--- config.mk ---
export PLATFORM = sky130hd
export DESIGN_NAME = cpx_port
export DESIGN_NICKNAME = d
export VERILOG_FILES = /design/src/logic/cpx_port.v /design/src/logic/cpx_buf2.v
export VERILOG_INCLUDE_DIRS = /design/src /design/src/logic
export SDC_FILE = /design/constraint.sdc
export NUM_CORES = 1
export LEC_CHECK = 0
export BUFFER_PORTS_ARGS = -buffer_cell sky130_fd_sc_hd__clkbuf_2
export CAP_MARGIN = 10
export CORE_ASPECT_RATIO = 0.6
export CORE_MARGIN = 5
export CORE_UTILIZATION = 43
export DETAILED_ROUTE_END_ITERATION = 10
export GPL_TIMING_DRIVEN = 0
export PLACE_DENSITY = 0.71
export SLEW_MARGIN = 20
export SYNTH_ARGS = -nofsm -noshare
export SYNTH_HDL_FRONTEND = slang
export SYNTH_SLANG_ARGS = --single-unit
--- constraint.sdc ---
create_clock -name aclk -period 8.7 [get_ports aclk]
set_input_delay 1.74 -clock aclk [delete_from_list [all_inputs] [get_ports aclk]]
set_output_delay 1.74 -clock aclk [all_outputs]
set_load 0.05 [all_outputs]
--- src/logic/cpx_defines.vh ---
// Register map, field positions, state codes and timing counts.
`ifndef CPX_DEFINES_VH
`define CPX_DEFINES_VH

`define CPX_OFF_INSTR      8'h00
`define CPX_OFF_CTRL       8'h04
`define CPX_OFF_ADDR       8'h08
`define CPX_OFF_TXDATA     8'h0c
`define CPX_OFF_RXDATA     8'h10
`define CPX_OFF_STATUS     8'h14

`define CPX_CTRL_ISSUE     0
`define CPX_CTRL_COND      1
`define CPX_CTRL_USER      2
`define CPX_CTRL_IRQ       3

`define CPX_ST_BUSY        3
`define CPX_ST_UNDEF       4
`define CPX_ST_DONE        5
`define CPX_ST_INTR        6
`define CPX_ST_RXV         7

`define CPX_BIT_CLASS      27
`define CPX_BIT_LOAD       20
`define CPX_BIT_RT         4

`define CPX_CL_UNDEF       2'h0
`define CPX_CL_DATA        2'h1
`define CPX_CL_OP          2'h2
`define CPX_CL_REG         2'h3

`define CPX_S_IDLE         3'h0
`define CPX_S_WAIT         3'h1
`define CPX_S_XFER         3'h2
`define CPX_S_RT           3'h3
`define CPX_S_HOLD         3'h4
`define CPX_S_RTX          3'h5

`define CPX_ABSENT_CYC     4'h4
`define CPX_WORD_STEP      32'h00000004
`define CPX_RESP_OKAY      2'h0
`define CPX_RESP_SLVERR    2'h2

`endif

--- src/logic/cpx_port.v ---
// Processor-side coprocessor handshake with AXI4-Lite control registers.
`timescale 1ns/1ps
`include "cpx_defines.vh"

////////////////////////////////////////////////////////////////////////////
module cpx_port (
   // Clock and reset
   input  wire        aclk,
   input  wire        aresetn,
   // AXI4-Lite write channels
   input  wire [7:0]  s_axi_awaddr,
   input  wire        s_axi_awvalid,
   output reg         s_axi_awready,
   input  wire [31:0] s_axi_wdata,
   input  wire [3:0]  s_axi_wstrb,
   input  wire        s_axi_wvalid,
   output reg         s_axi_wready,
   output reg  [1:0]  s_axi_bresp,
   output reg         s_axi_bvalid,
   input  wire        s_axi_bready,
   // AXI4-Lite read channels
   input  wire [7:0]  s_axi_araddr,
   input  wire        s_axi_arvalid,
   output reg         s_axi_arready,
   output reg  [31:0] s_axi_rdata,
   output reg  [1:0]  s_axi_rresp,
   output reg         s_axi_rvalid,
   input  wire        s_axi_rready,
   // Coprocessor handshake pins
   output reg         coproc_instr_strobe_n,
   input  wire        coproc_absent_n,
   input  wire        coproc_wait_n,
   output reg         user_mode_indicator_n,
   // Memory and data bus pins
   output reg         memory_request_n,
   output reg         burst_cycle_flag,
   output reg  [31:0] cp_address,
   input  wire        data_bus_enable_in,
   input  wire [31:0] data_in,
   output reg  [31:0] data_out,
   output reg         data_oe
);

   function [1:0] cpx_class;
      input [31:0] ins;
      begin
         if (!ins[`CPX_BIT_CLASS])
            cpx_class = `CPX_CL_UNDEF;
         else if (ins[27:25] == 3'h6)
            cpx_class = `CPX_CL_DATA;
         else if (ins[27:24] == 4'he)
            cpx_class = ins[`CPX_BIT_RT] ? `CPX_CL_REG : `CPX_CL_OP;
         else
            cpx_class = `CPX_CL_UNDEF;
      end
   endfunction

   ////////////////////////////////////////////////////////////////////////
   // Pin synchronisers; the handshake is therefore seen two edges late.
   reg [1:0]  absent_sync;
   reg [1:0]  wait_sync;
   reg [1:0]  dbe_sync;
   reg [31:0] data_sync0;
   reg [31:0] data_sync1;

   always @(posedge aclk)
   begin
      if (!aresetn)
      begin
         absent_sync <= 2'h3;
         wait_sync   <= 2'h3;
         dbe_sync    <= 2'h0;
         data_sync0  <= 32'h00000000;
         data_sync1  <= 32'h00000000;
      end
      else
      begin
         absent_sync <= {absent_sync[0], coproc_absent_n};
         wait_sync   <= {wait_sync[0], coproc_wait_n};
         dbe_sync    <= {dbe_sync[0], data_bus_enable_in};
         data_sync0  <= data_in;
         data_sync1  <= data_sync0;
      end
   end

   wire absent_s = absent_sync[1];
   wire wait_s   = wait_sync[1];
   wire dbe_s    = dbe_sync[1];

   ////////////////////////////////////////////////////////////////////////
   // Registers and state.
   reg [31:0] instr;
   reg        cond_pass;
   reg        user_mode;
   reg        irq_pend;
   reg [31:0] base_addr;
   reg [31:0] tx_data;
   reg [2:0]  state;
   reg [3:0]  absent_cnt;
   reg [7:0]  word_cnt;
   reg        undef_flag;
   reg        done_flag;
   reg        intr_flag;
   reg [7:0]  aw_addr;
   reg        aw_full;
   reg [31:0] w_data;
   reg [3:0]  w_strb;
   reg        w_full;

   wire        load_bit = instr[`CPX_BIT_LOAD];
   wire        buf_in_ready;
   wire        buf_out_valid;
   wire [31:0] buf_out_data;
   wire        do_write = aw_full & w_full & ~s_axi_bvalid;
   wire        ar_hs    = s_axi_arvalid & s_axi_arready;
   wire        pop_rx   = ar_hs & (s_axi_araddr == `CPX_OFF_RXDATA);
   wire        push_rx  = (state == `CPX_S_RTX) & load_bit;
   wire        issue    = do_write & (aw_addr == `CPX_OFF_CTRL) &
                          w_strb[0] & w_data[`CPX_CTRL_ISSUE] &
                          (state == `CPX_S_IDLE);
   // An MRC is held off until the buffer has room for its result.
   wire        room_ok  = ~((cpx_class(instr) == `CPX_CL_REG) & load_bit) |
                          buf_in_ready;

   function [31:0] merge;
      input [31:0] old;
      input [31:0] nw;
      input [3:0]  strb;
      integer i;
      begin
         merge = old;
         for (i = 0; i < 4; i = i + 1)
            if (strb[i])
               merge[i*8 +: 8] = nw[i*8 +: 8];
      end
   endfunction

   cpx_buf2 #(
      .WIDTH(32)
   ) u_rx_buf (
      .aclk      (aclk),
      .aresetn   (aresetn),
      .in_valid  (push_rx),
      .in_ready  (buf_in_ready),
      .in_data   (data_sync1),
      .out_valid (buf_out_valid),
      .out_ready (pop_rx),
      .out_data  (buf_out_data)
   );

   ////////////////////////////////////////////////////////////////////////
   // AXI4-Lite slave; address and data may arrive in either order.
   always @(posedge aclk)
   begin
      if (!aresetn)
      begin
         s_axi_awready <= 1'b0;
         s_axi_wready  <= 1'b0;
         s_axi_bvalid  <= 1'b0;
         s_axi_bresp   <= `CPX_RESP_OKAY;
         s_axi_arready <= 1'b0;
         s_axi_rvalid  <= 1'b0;
         s_axi_rresp   <= `CPX_RESP_OKAY;
         s_axi_rdata   <= 32'h00000000;
         aw_full       <= 1'b0;
         w_full        <= 1'b0;
         aw_addr       <= 8'h00;
         w_data        <= 32'h00000000;
         w_strb        <= 4'h0;
         instr         <= 32'h00000000;
         cond_pass     <= 1'b0;
         user_mode     <= 1'b0;
         irq_pend      <= 1'b0;
         base_addr     <= 32'h00000000;
         tx_data       <= 32'h00000000;
      end
      else
      begin
         s_axi_awready <= ~aw_full & ~(s_axi_awvalid & s_axi_awready);
         s_axi_wready  <= ~w_full & ~(s_axi_wvalid & s_axi_wready);
         if (s_axi_awvalid && s_axi_awready)
         begin
            aw_addr <= s_axi_awaddr;
            aw_full <= 1'b1;
         end
         if (s_axi_wvalid && s_axi_wready)
         begin
            w_data <= s_axi_wdata;
            w_strb <= s_axi_wstrb;
            w_full <= 1'b1;
         end
         if (do_write)
         begin
            aw_full      <= 1'b0;
            w_full       <= 1'b0;
            s_axi_bvalid <= 1'b1;
            s_axi_bresp  <= `CPX_RESP_OKAY;
            case (aw_addr)
               `CPX_OFF_INSTR:  instr     <= merge(instr, w_data, w_strb);
               `CPX_OFF_ADDR:   base_addr <= merge(base_addr, w_data, w_strb);
               `CPX_OFF_TXDATA: tx_data   <= merge(tx_data, w_data, w_strb);
               `CPX_OFF_CTRL:
               begin
                  if (w_strb[0])
                  begin
                     cond_pass <= w_data[`CPX_CTRL_COND];
                     user_mode <= w_data[`CPX_CTRL_USER];
                     irq_pend  <= w_data[`CPX_CTRL_IRQ];
                  end
               end
               default: s_axi_bresp <= `CPX_RESP_SLVERR;
            endcase
         end
         else if (s_axi_bvalid && s_axi_bready)
            s_axi_bvalid <= 1'b0;

         s_axi_arready <= ~s_axi_rvalid & ~ar_hs;
         if (ar_hs)
         begin
            s_axi_rvalid <= 1'b1;
            s_axi_rresp  <= `CPX_RESP_OKAY;
            case (s_axi_araddr)
               `CPX_OFF_INSTR:  s_axi_rdata <= instr;
               `CPX_OFF_CTRL:   s_axi_rdata <= {28'h0000000, irq_pend,
                                                user_mode, cond_pass, 1'b0};
               `CPX_OFF_ADDR:   s_axi_rdata <= base_addr;
               `CPX_OFF_TXDATA: s_axi_rdata <= tx_data;
               `CPX_OFF_RXDATA: s_axi_rdata <= buf_out_valid ?
                                               buf_out_data : 32'h00000000;
               `CPX_OFF_STATUS: s_axi_rdata <= {16'h0000, word_cnt,
                                   buf_out_valid, intr_flag, done_flag,
                                   undef_flag, (state != `CPX_S_IDLE), state};
               default:
               begin
                  s_axi_rdata <= 32'h00000000;
                  s_axi_rresp <= `CPX_RESP_SLVERR;
               end
            endcase
         end
         else if (s_axi_rvalid && s_axi_rready)
            s_axi_rvalid <= 1'b0;
      end
   end

   ////////////////////////////////////////////////////////////////////////
   // Handshake sequencer.
   always @(posedge aclk)
   begin
      if (!aresetn)
      begin
         state                 <= `CPX_S_IDLE;
         coproc_instr_strobe_n <= 1'b1;
         user_mode_indicator_n <= 1'b1;
         memory_request_n      <= 1'b1;
         burst_cycle_flag      <= 1'b0;
         cp_address            <= 32'h00000000;
         data_out              <= 32'h00000000;
         data_oe               <= 1'b0;
         absent_cnt            <= 4'h0;
         word_cnt              <= 8'h00;
         undef_flag            <= 1'b0;
         done_flag             <= 1'b0;
         intr_flag             <= 1'b0;
      end
      else
      begin
         // An issuing write shows its mode together with the strobe, so a
         // coprocessor never judges privilege against the previous mode.
         user_mode_indicator_n <= issue ? ~w_data[`CPX_CTRL_USER] :
                                          ~user_mode;
         data_out              <= tx_data;
         case (state)
            `CPX_S_IDLE:
            begin
               if (issue)
               begin
                  undef_flag <= 1'b0;
                  intr_flag  <= 1'b0;
                  word_cnt   <= 8'h00;
                  absent_cnt <= 4'h0;
                  // The condition travels in the issuing write itself.
                  done_flag  <= ~w_data[`CPX_CTRL_COND];
                  if (w_data[`CPX_CTRL_COND] && room_ok)
                  begin
                     coproc_instr_strobe_n <= 1'b0;
                     state                 <= `CPX_S_WAIT;
                  end
                  else if (w_data[`CPX_CTRL_COND])
                     state <= `CPX_S_HOLD;
               end
            end
            `CPX_S_WAIT:
            begin
               if (irq_pend)
               begin
                  coproc_instr_strobe_n <= 1'b1;
                  intr_flag             <= 1'b1;
                  state                 <= `CPX_S_HOLD;
               end
               else if (!absent_s && !wait_s)
               begin
                  case (cpx_class(instr))
                     `CPX_CL_DATA:
                     begin
                        cp_address       <= base_addr;
                        memory_request_n <= 1'b0;
                        burst_cycle_flag <= 1'b0;
                        state            <= `CPX_S_XFER;
                     end
                     `CPX_CL_REG:
                     begin
                        memory_request_n <= 1'b1;
                        burst_cycle_flag <= 1'b1;
                        state            <= `CPX_S_RT;
                     end
                     default:
                     begin
                        coproc_instr_strobe_n <= 1'b1;
                        done_flag             <= 1'b1;
                        state                 <= `CPX_S_IDLE;
                     end
                  endcase
               end
               else if (absent_s && wait_s)
               begin
                  // Nobody claimed the instruction within the window.
                  if (absent_cnt == `CPX_ABSENT_CYC)
                  begin
                     coproc_instr_strobe_n <= 1'b1;
                     undef_flag            <= 1'b1;
                     state                 <= `CPX_S_IDLE;
                  end
                  else
                     absent_cnt <= absent_cnt + 4'h1;
               end
            end
            `CPX_S_HOLD:
            begin
               if (!irq_pend && room_ok)
               begin
                  coproc_instr_strobe_n <= 1'b0;
                  absent_cnt            <= 4'h0;
                  state                 <= `CPX_S_WAIT;
               end
            end
            `CPX_S_XFER:
            begin
               // Interrupt requests are not looked at in this state.
               if (absent_s && wait_s)
               begin
                  coproc_instr_strobe_n <= 1'b1;
                  memory_request_n      <= 1'b1;
                  burst_cycle_flag      <= 1'b0;
                  done_flag             <= 1'b1;
                  state                 <= `CPX_S_IDLE;
               end
               else
               begin
                  cp_address       <= cp_address + `CPX_WORD_STEP;
                  burst_cycle_flag <= 1'b1;
                  word_cnt         <= word_cnt + 8'h01;
               end
            end
            `CPX_S_RT:
            begin
               if (dbe_s)
               begin
                  data_oe <= ~load_bit;
                  state   <= `CPX_S_RTX;
               end
            end
            `CPX_S_RTX:
            begin
               data_oe               <= 1'b0;
               coproc_instr_strobe_n <= 1'b1;
               burst_cycle_flag      <= 1'b0;
               word_cnt              <= 8'h01;
               done_flag             <= 1'b1;
               state                 <= `CPX_S_IDLE;
            end
            default: state <= `CPX_S_IDLE;
         endcase
      end
   end

endmodule // cpx_port

--- src/logic/cpx_buf2.v ---
// Two-entry valid/ready buffer for words taken from the coprocessor.
`timescale 1ns/1ps
module cpx_buf2 #(
   parameter WIDTH = 32
) (
   // Clock and reset
   input  wire             aclk,
   input  wire             aresetn,
   // Fill side
   input  wire             in_valid,
   output wire             in_ready,
   input  wire [WIDTH-1:0] in_data,
   // Drain side
   output wire             out_valid,
   input  wire             out_ready,
   output wire [WIDTH-1:0] out_data
);

   reg [WIDTH-1:0] mem [0:1];
   reg             wr_ptr;
   reg             rd_ptr;
   reg [1:0]       fill;

   wire push = in_valid & in_ready;
   wire pop  = out_valid & out_ready;

   assign in_ready  = (fill != 2'h2);
   assign out_valid = (fill != 2'h0);
   assign out_data  = mem[rd_ptr];

   always @(posedge aclk)
   begin
      if (!aresetn)
      begin
         wr_ptr <= 1'b0;
         rd_ptr <= 1'b0;
         fill   <= 2'h0;
      end
      else
      begin
         if (push)
         begin
            mem[wr_ptr] <= in_data;
            wr_ptr      <= ~wr_ptr;
         end
         if (pop)
            rd_ptr <= ~rd_ptr;
         if (push && !pop)
            fill <= fill + 2'h1;
         else if (pop && !push)
            fill <= fill - 2'h1;
      end
   end

endmodule // cpx_buf2

# After elaboration in Yosys (flattened, before gate mapping)
# Memory sizes are Yosys's and may differ from the RTL's. A register that Yosys moved wholly into a read port is not among the register bits.
# Index checks and enable logic that the tools add are counted.
# Widths: inputs -> output; s select.
# totals
ramBits	64
output_inout_bits	110
reg_bits	347
word_cells	266
in_bits	94
memories	1
# op_classes
eq_ne	40
n_bitwise	33
add_sub_neg	5
n_mux	79
n_reduce_logical	59
# memory_table
memory	depth	width	rd	rd_clocked_by_memory_dff	write_ports	line	text
u_rx_buf.mem	2	32	1	1	1	cpx_buf2.v:19	reg [WIDTH-1:0] mem [0:1];
# ops
cell	count
$pmux 32 s6	1
$mux 32	5
$pmux 32 s2	1
$reduce_and 3->1	15
$add 32x3->32 const B	1
$eq 8x4->1 const B	4
$mux 1	31
$mux 3	10
$ne 2x2->1 const B	14
$mux 4	6
$pmux 8 s3	1
$mux 2	11
$and 1x1->1	17
$eq 8x3->1 const B	2
$eq 8x5->1 const B	2
$logic_not 8->1	2
$mux 8	2
$not 1->1	15
$pmux 3 s5	1
$reduce_and 7->1	2
$reduce_bool 2->1	7
$ne 4x4->1 const B	3
$pmux 4 s3	1
$reduce_and 6->1	2
other kinds (33)	60

# Logic depth before layout (Yosys ltp)
# logic_depth
word_depth	14
depth_mapped	9
mapped_depth_nobuf	7

# By module
# Synthesis repeated with hierarchy kept, for this count alone.
# hier_totals
hier_cells	1604
area_unflattened_um2	15932.8
# modules_own_cells
mod	seq_area_each_um2	area_per_inst_um2	cells_each	instances
cpx_port	6826.5	13385.3	1477	1
cpx_buf2	2021.9	2547.4	127	1

# Worst setup path before layout
# No wires, ideal clock.
# synth_timing
path_type	input to register
from	input aresetn
to	memory u_rx_buf.mem[0][0] (enable)
arrival_time_ps	5421
cell_stages	4
slack_ps	2777
setup_ps	502
t_required_ps	8198
n_path_buf	2
cell_sequence	clkbuf_1 -> inv_2 -> clkbuf_1 -> nor4_1
# synth_between
elab_chain_len	2
# synth_lines
element	line	text
from (decl)	cpx_port.v:9	input wire aresetn,
$mux 1	cpx_buf2.v:33	if (!aresetn)
$mux 1 (not written as such)	cpx_buf2.v:43	mem[wr_ptr] <= in_data;
to (decl)	cpx_buf2.v:19	
# Every way passes these cells.

# Worst setup path in the final report
# layout_timing
from	input aresetn
to	memory u_rx_buf.mem[0][26] (enable)
# The elaborated chain is that of the path after synthesis.

==> impl_results.md <==
- Row Count: 54
- PostCTS Resize Cnt: 0
- Unrepaired setup endpoints after global routing: false
- Clock Latency Late Sink: 550 ps
- Share of layout cells above drive strength 1: 18.3%
- HPWL after detailed placement: 42000 um
- Asr flop ratio synth: 0%
- DRT Pass-1 Iters: 7
- Max_cap viols: 0
- Port Buffers: 199
- Crit path cell chain: clkbuf_1, inv_2, clkbuf_1, nor4_2, buf_2, buf_2, buf_2
- Via/cell ratio: 5.81
- Max incr delay on CP: 450 ps
- Residual DRC: 0
- Top cell by count, worst path: buf_2
- Post-CTS Hold Fix Bufs: 0
- Final core occ: 52.0%
- Area occupied by multi-input gates: 6700 um2
- # H-tree levels: 2
- CTS tree: done
- WHS Endpoint: wait_sync[1]
- Setup bufs post-CTS: 0
- Worst hold path type: register to register
- Fin. Hold Viols: 0
- Largest net degree at the start of global routing: 20
- Cts bufs inserted: 38
- Root Buffer: clkbuf_16
- Routability cong.: 0.988
- Sequential share of the synthesized area: 55.0%
- Reg2Reg Depth: 6
- Fill count: 3394
- Vias in the first global route: 13300
- Tmin final: 3710 ps
- GRT Util Overall: 25.4%
- P&R area growth vs syn: 18.5%
- Nets: 1987
- Worst hold start: wait_sync[0]
- Required time of the critical path: 8930 ps
- Register area: 8850 um2
- Final period utilization: 42.7%
- Max Clk Rate: 269 MHz
- Worst Hold Depth: 1
- CP endpoint kind: register
- Die Wd: 260 um
- Clock Tree Buf Depth: 3
- Max Clock Skew: 26.9 ps
- Worst R2R Start: aw_addr[0]
- Power per Cell Area: 206 nW/um2
- Commonest register cell after synthesis: dfxtp_1
- Mapped Cells: 1641
- Crit-path slowest cell: clkbuf_1
- Worst slew pin tran: 1120 ps
- First-pass GRT wire length: 81900 um
- Setup-failing EPs final: 0
- Status: completed
- Total Negative Setup Slacks: 0 ps
- Core Area: 36600 um2
- Yosys reg bits: 410
- Pins Over Slew Limit: 0
- Max FO, Critical Path: 10
- Drt total wl: 55500 um
- Full die area: 41500 um2
- Ys Warns: 0
- Leak: 7.21 nW
- Clock sink count: 410
- DR iter-0 viols: 1758
- Vias post-DR: 14100
- Crit Path Category: input pin to register
- Synthesized area: 16100 um2
- Yosys cell types: 83
- Worst hold slack: 408 ps
- Gr ovfl total: 0
- Reg2reg end: word_cnt[3]
- Worst vdd ir: 0.148 mV
- Die H: 160 um
- Nature of the critical path startpoint: input pin
- Final ANT Viol Nets: 0
- Clock slew at reported path FFs: 60 ps
- Flop2flop setup slack: 5760 ps
- IO Pins: 204
- Worst Path Arrival: 3940 ps
- Synthesized area per cell: 9.80 um2
- DR WL/cell: 22.9 um
- EDFF count, synth: 64
- Normalized max-slew margin: 24.7%
- Initial Util: 43.9%
- Initial antenna violation count: 2
flip-flops by register name (all words and copies together) (netlist names), 2 cells and up, named ones only:
signal	flops
absent_cnt	4
w_data	32
u_rx_buf.mem	64
s_axi_rdata	32
wait_sync	2
state	3
absent_sync	2
word_cnt	8
base_addr	32
data_out	32
aw_addr	8
dbe_sync	2
instr	32
u_rx_buf.fill	2
cp_address	32
tx_data	32
data_sync1	32
w_strb	4
data_sync0	32
worst max-delay path: cells and delay by family:
kind,cells,cell delay (ps)
buffers and inverters,6,1850
AND/OR/NAND/NOR,1,340
cell type report:
type	count	share of cell area [%]
Multi-Input combinational cell	1104	35.1
Inverter	13	0.256
Clock inverter	14	0.827
Tap cell	504	3.31
Timing Repair Buffer	206	5.54
Clock buffer	54	5.84
Antenna cell	1	0.0131
Buffer	115	2.64
Sequential cell	410	46.4
per-stage QoR:
step           std cells  setup slack [ps]  cell area, um2  total power (W)
2_1_floorplan       1642              2780           16100          0.00214
3_3_place_gp        2345              50.7           17700          0.00223
3_5_place_dp        2352              4510           17800          0.00223
4_1_cts             2420              5070           19100          0.00392
5_1_grt             2420              4920           19100          0.00403
6_report            2421              4990           19100          0.00392
power breakdown:
group	internal (W)	switching [W]
registers	0.00196	0.0000292
clock network	0.000984	0.000734
logic	0.0000569	0.000153
total	0.00300	0.000917
cells by family after synthesis:
group / after synthesis / synth area share, %
compound gates: 426 / 16.7
xor+xnor: 8 / 0.436
fa+ha+maj: 5 / 0.389
buf+inv: 128 / 3.42
flops: 410 / 55.0
mux: 97 / 6.22
other cells: 1 / 0.0233
simple gates: 566 / 17.7
per-layer routing:
metal,vias up,share of wire (%),routed length (um),global-route usage [%]
met5,-,0,0,0
met4,0,2.8,1540,6.60
met3,98,12,6460,6.11
met2,821,41,23000,36.6
met1,6756,44,24500,38.3
li1,6384,-,-,-
cells in the final DEF (no fill, tap or decap), types with 10 or more instances in the layout:
master,count
a21oi_1,166
mux2_2,24
a211oi_1,13
or3_1,12
nand3_1,31
clkbuf_16,39
nand2b_1,10
o21ai_0,108
nor2_1,115
dfxtp_1,346
nor4_1,12
o2bb2ai_1,19
and2_1,104
nor3_1,26
buf_2,22
a221oi_1,23
inv_1,12
clkbuf_1,90
nand2_1,194
clkbuf_2,200
a22oi_1,11
a31oi_1,11
edfxtp_1,64
mux2i_1,73
how the worst max path moves through the flow:
| stage | startpoint | slack, ps | end | cells after the start |
|---|---|---|---|---|
| floorplan | aresetn | 2780 | u_rx_buf.mem[0][0] | 4 |
| global placement | aresetn | 50 | u_rx_buf.mem[0][28] | 4 |
| detailed placement | aresetn | 4510 | u_rx_buf.mem[0][28] | 7 |
| CTS | aresetn | 5070 | u_rx_buf.mem[0][26] | 7 |
| global route | aresetn | 4920 | u_rx_buf.mem[0][26] | 7 |
| finish | aresetn | 4990 | u_rx_buf.mem[0][26] | 7 |
synth_stat cells, drive strengths merged (4+ instances only):
master | instances | share of area (%)
a211oi | 13 | 0.61
a21oi | 167 | 5.2
a221oi | 32 | 2.1
a222oi | 9 | 0.56
a22oi | 12 | 0.59
a311oi | 5 | 0.27
a31oi | 11 | 0.43
and2 | 104 | 4.0
and3 | 6 | 0.23
and4 | 6 | 0.33
and4b | 4 | 0.25
buf | 31 | 1.2
clkbuf | 84 | 2.0
dfxtp | 346 | 43
edfxtp | 64 | 12
ha | 5 | 0.39
inv | 13 | 0.30
mux2 | 24 | 1.7
mux2i | 73 | 4.5
nand2 | 194 | 4.5
nand2b | 10 | 0.39
nand3 | 31 | 0.96
nand4 | 10 | 0.43
nor2 | 117 | 2.8
nor3 | 27 | 0.91
nor3b | 6 | 0.28
nor4 | 16 | 0.85
o21a | 5 | 0.23
o21ai | 109 | 3.4
o22ai | 6 | 0.23
o2bb2ai | 19 | 1.0
o31ai | 8 | 0.37
or2 | 4 | 0.16
or3 | 12 | 0.47
or4 | 4 | 0.21
xnor2 | 5 | 0.27
Note: power is estimated with default switching activity, not from simulation.
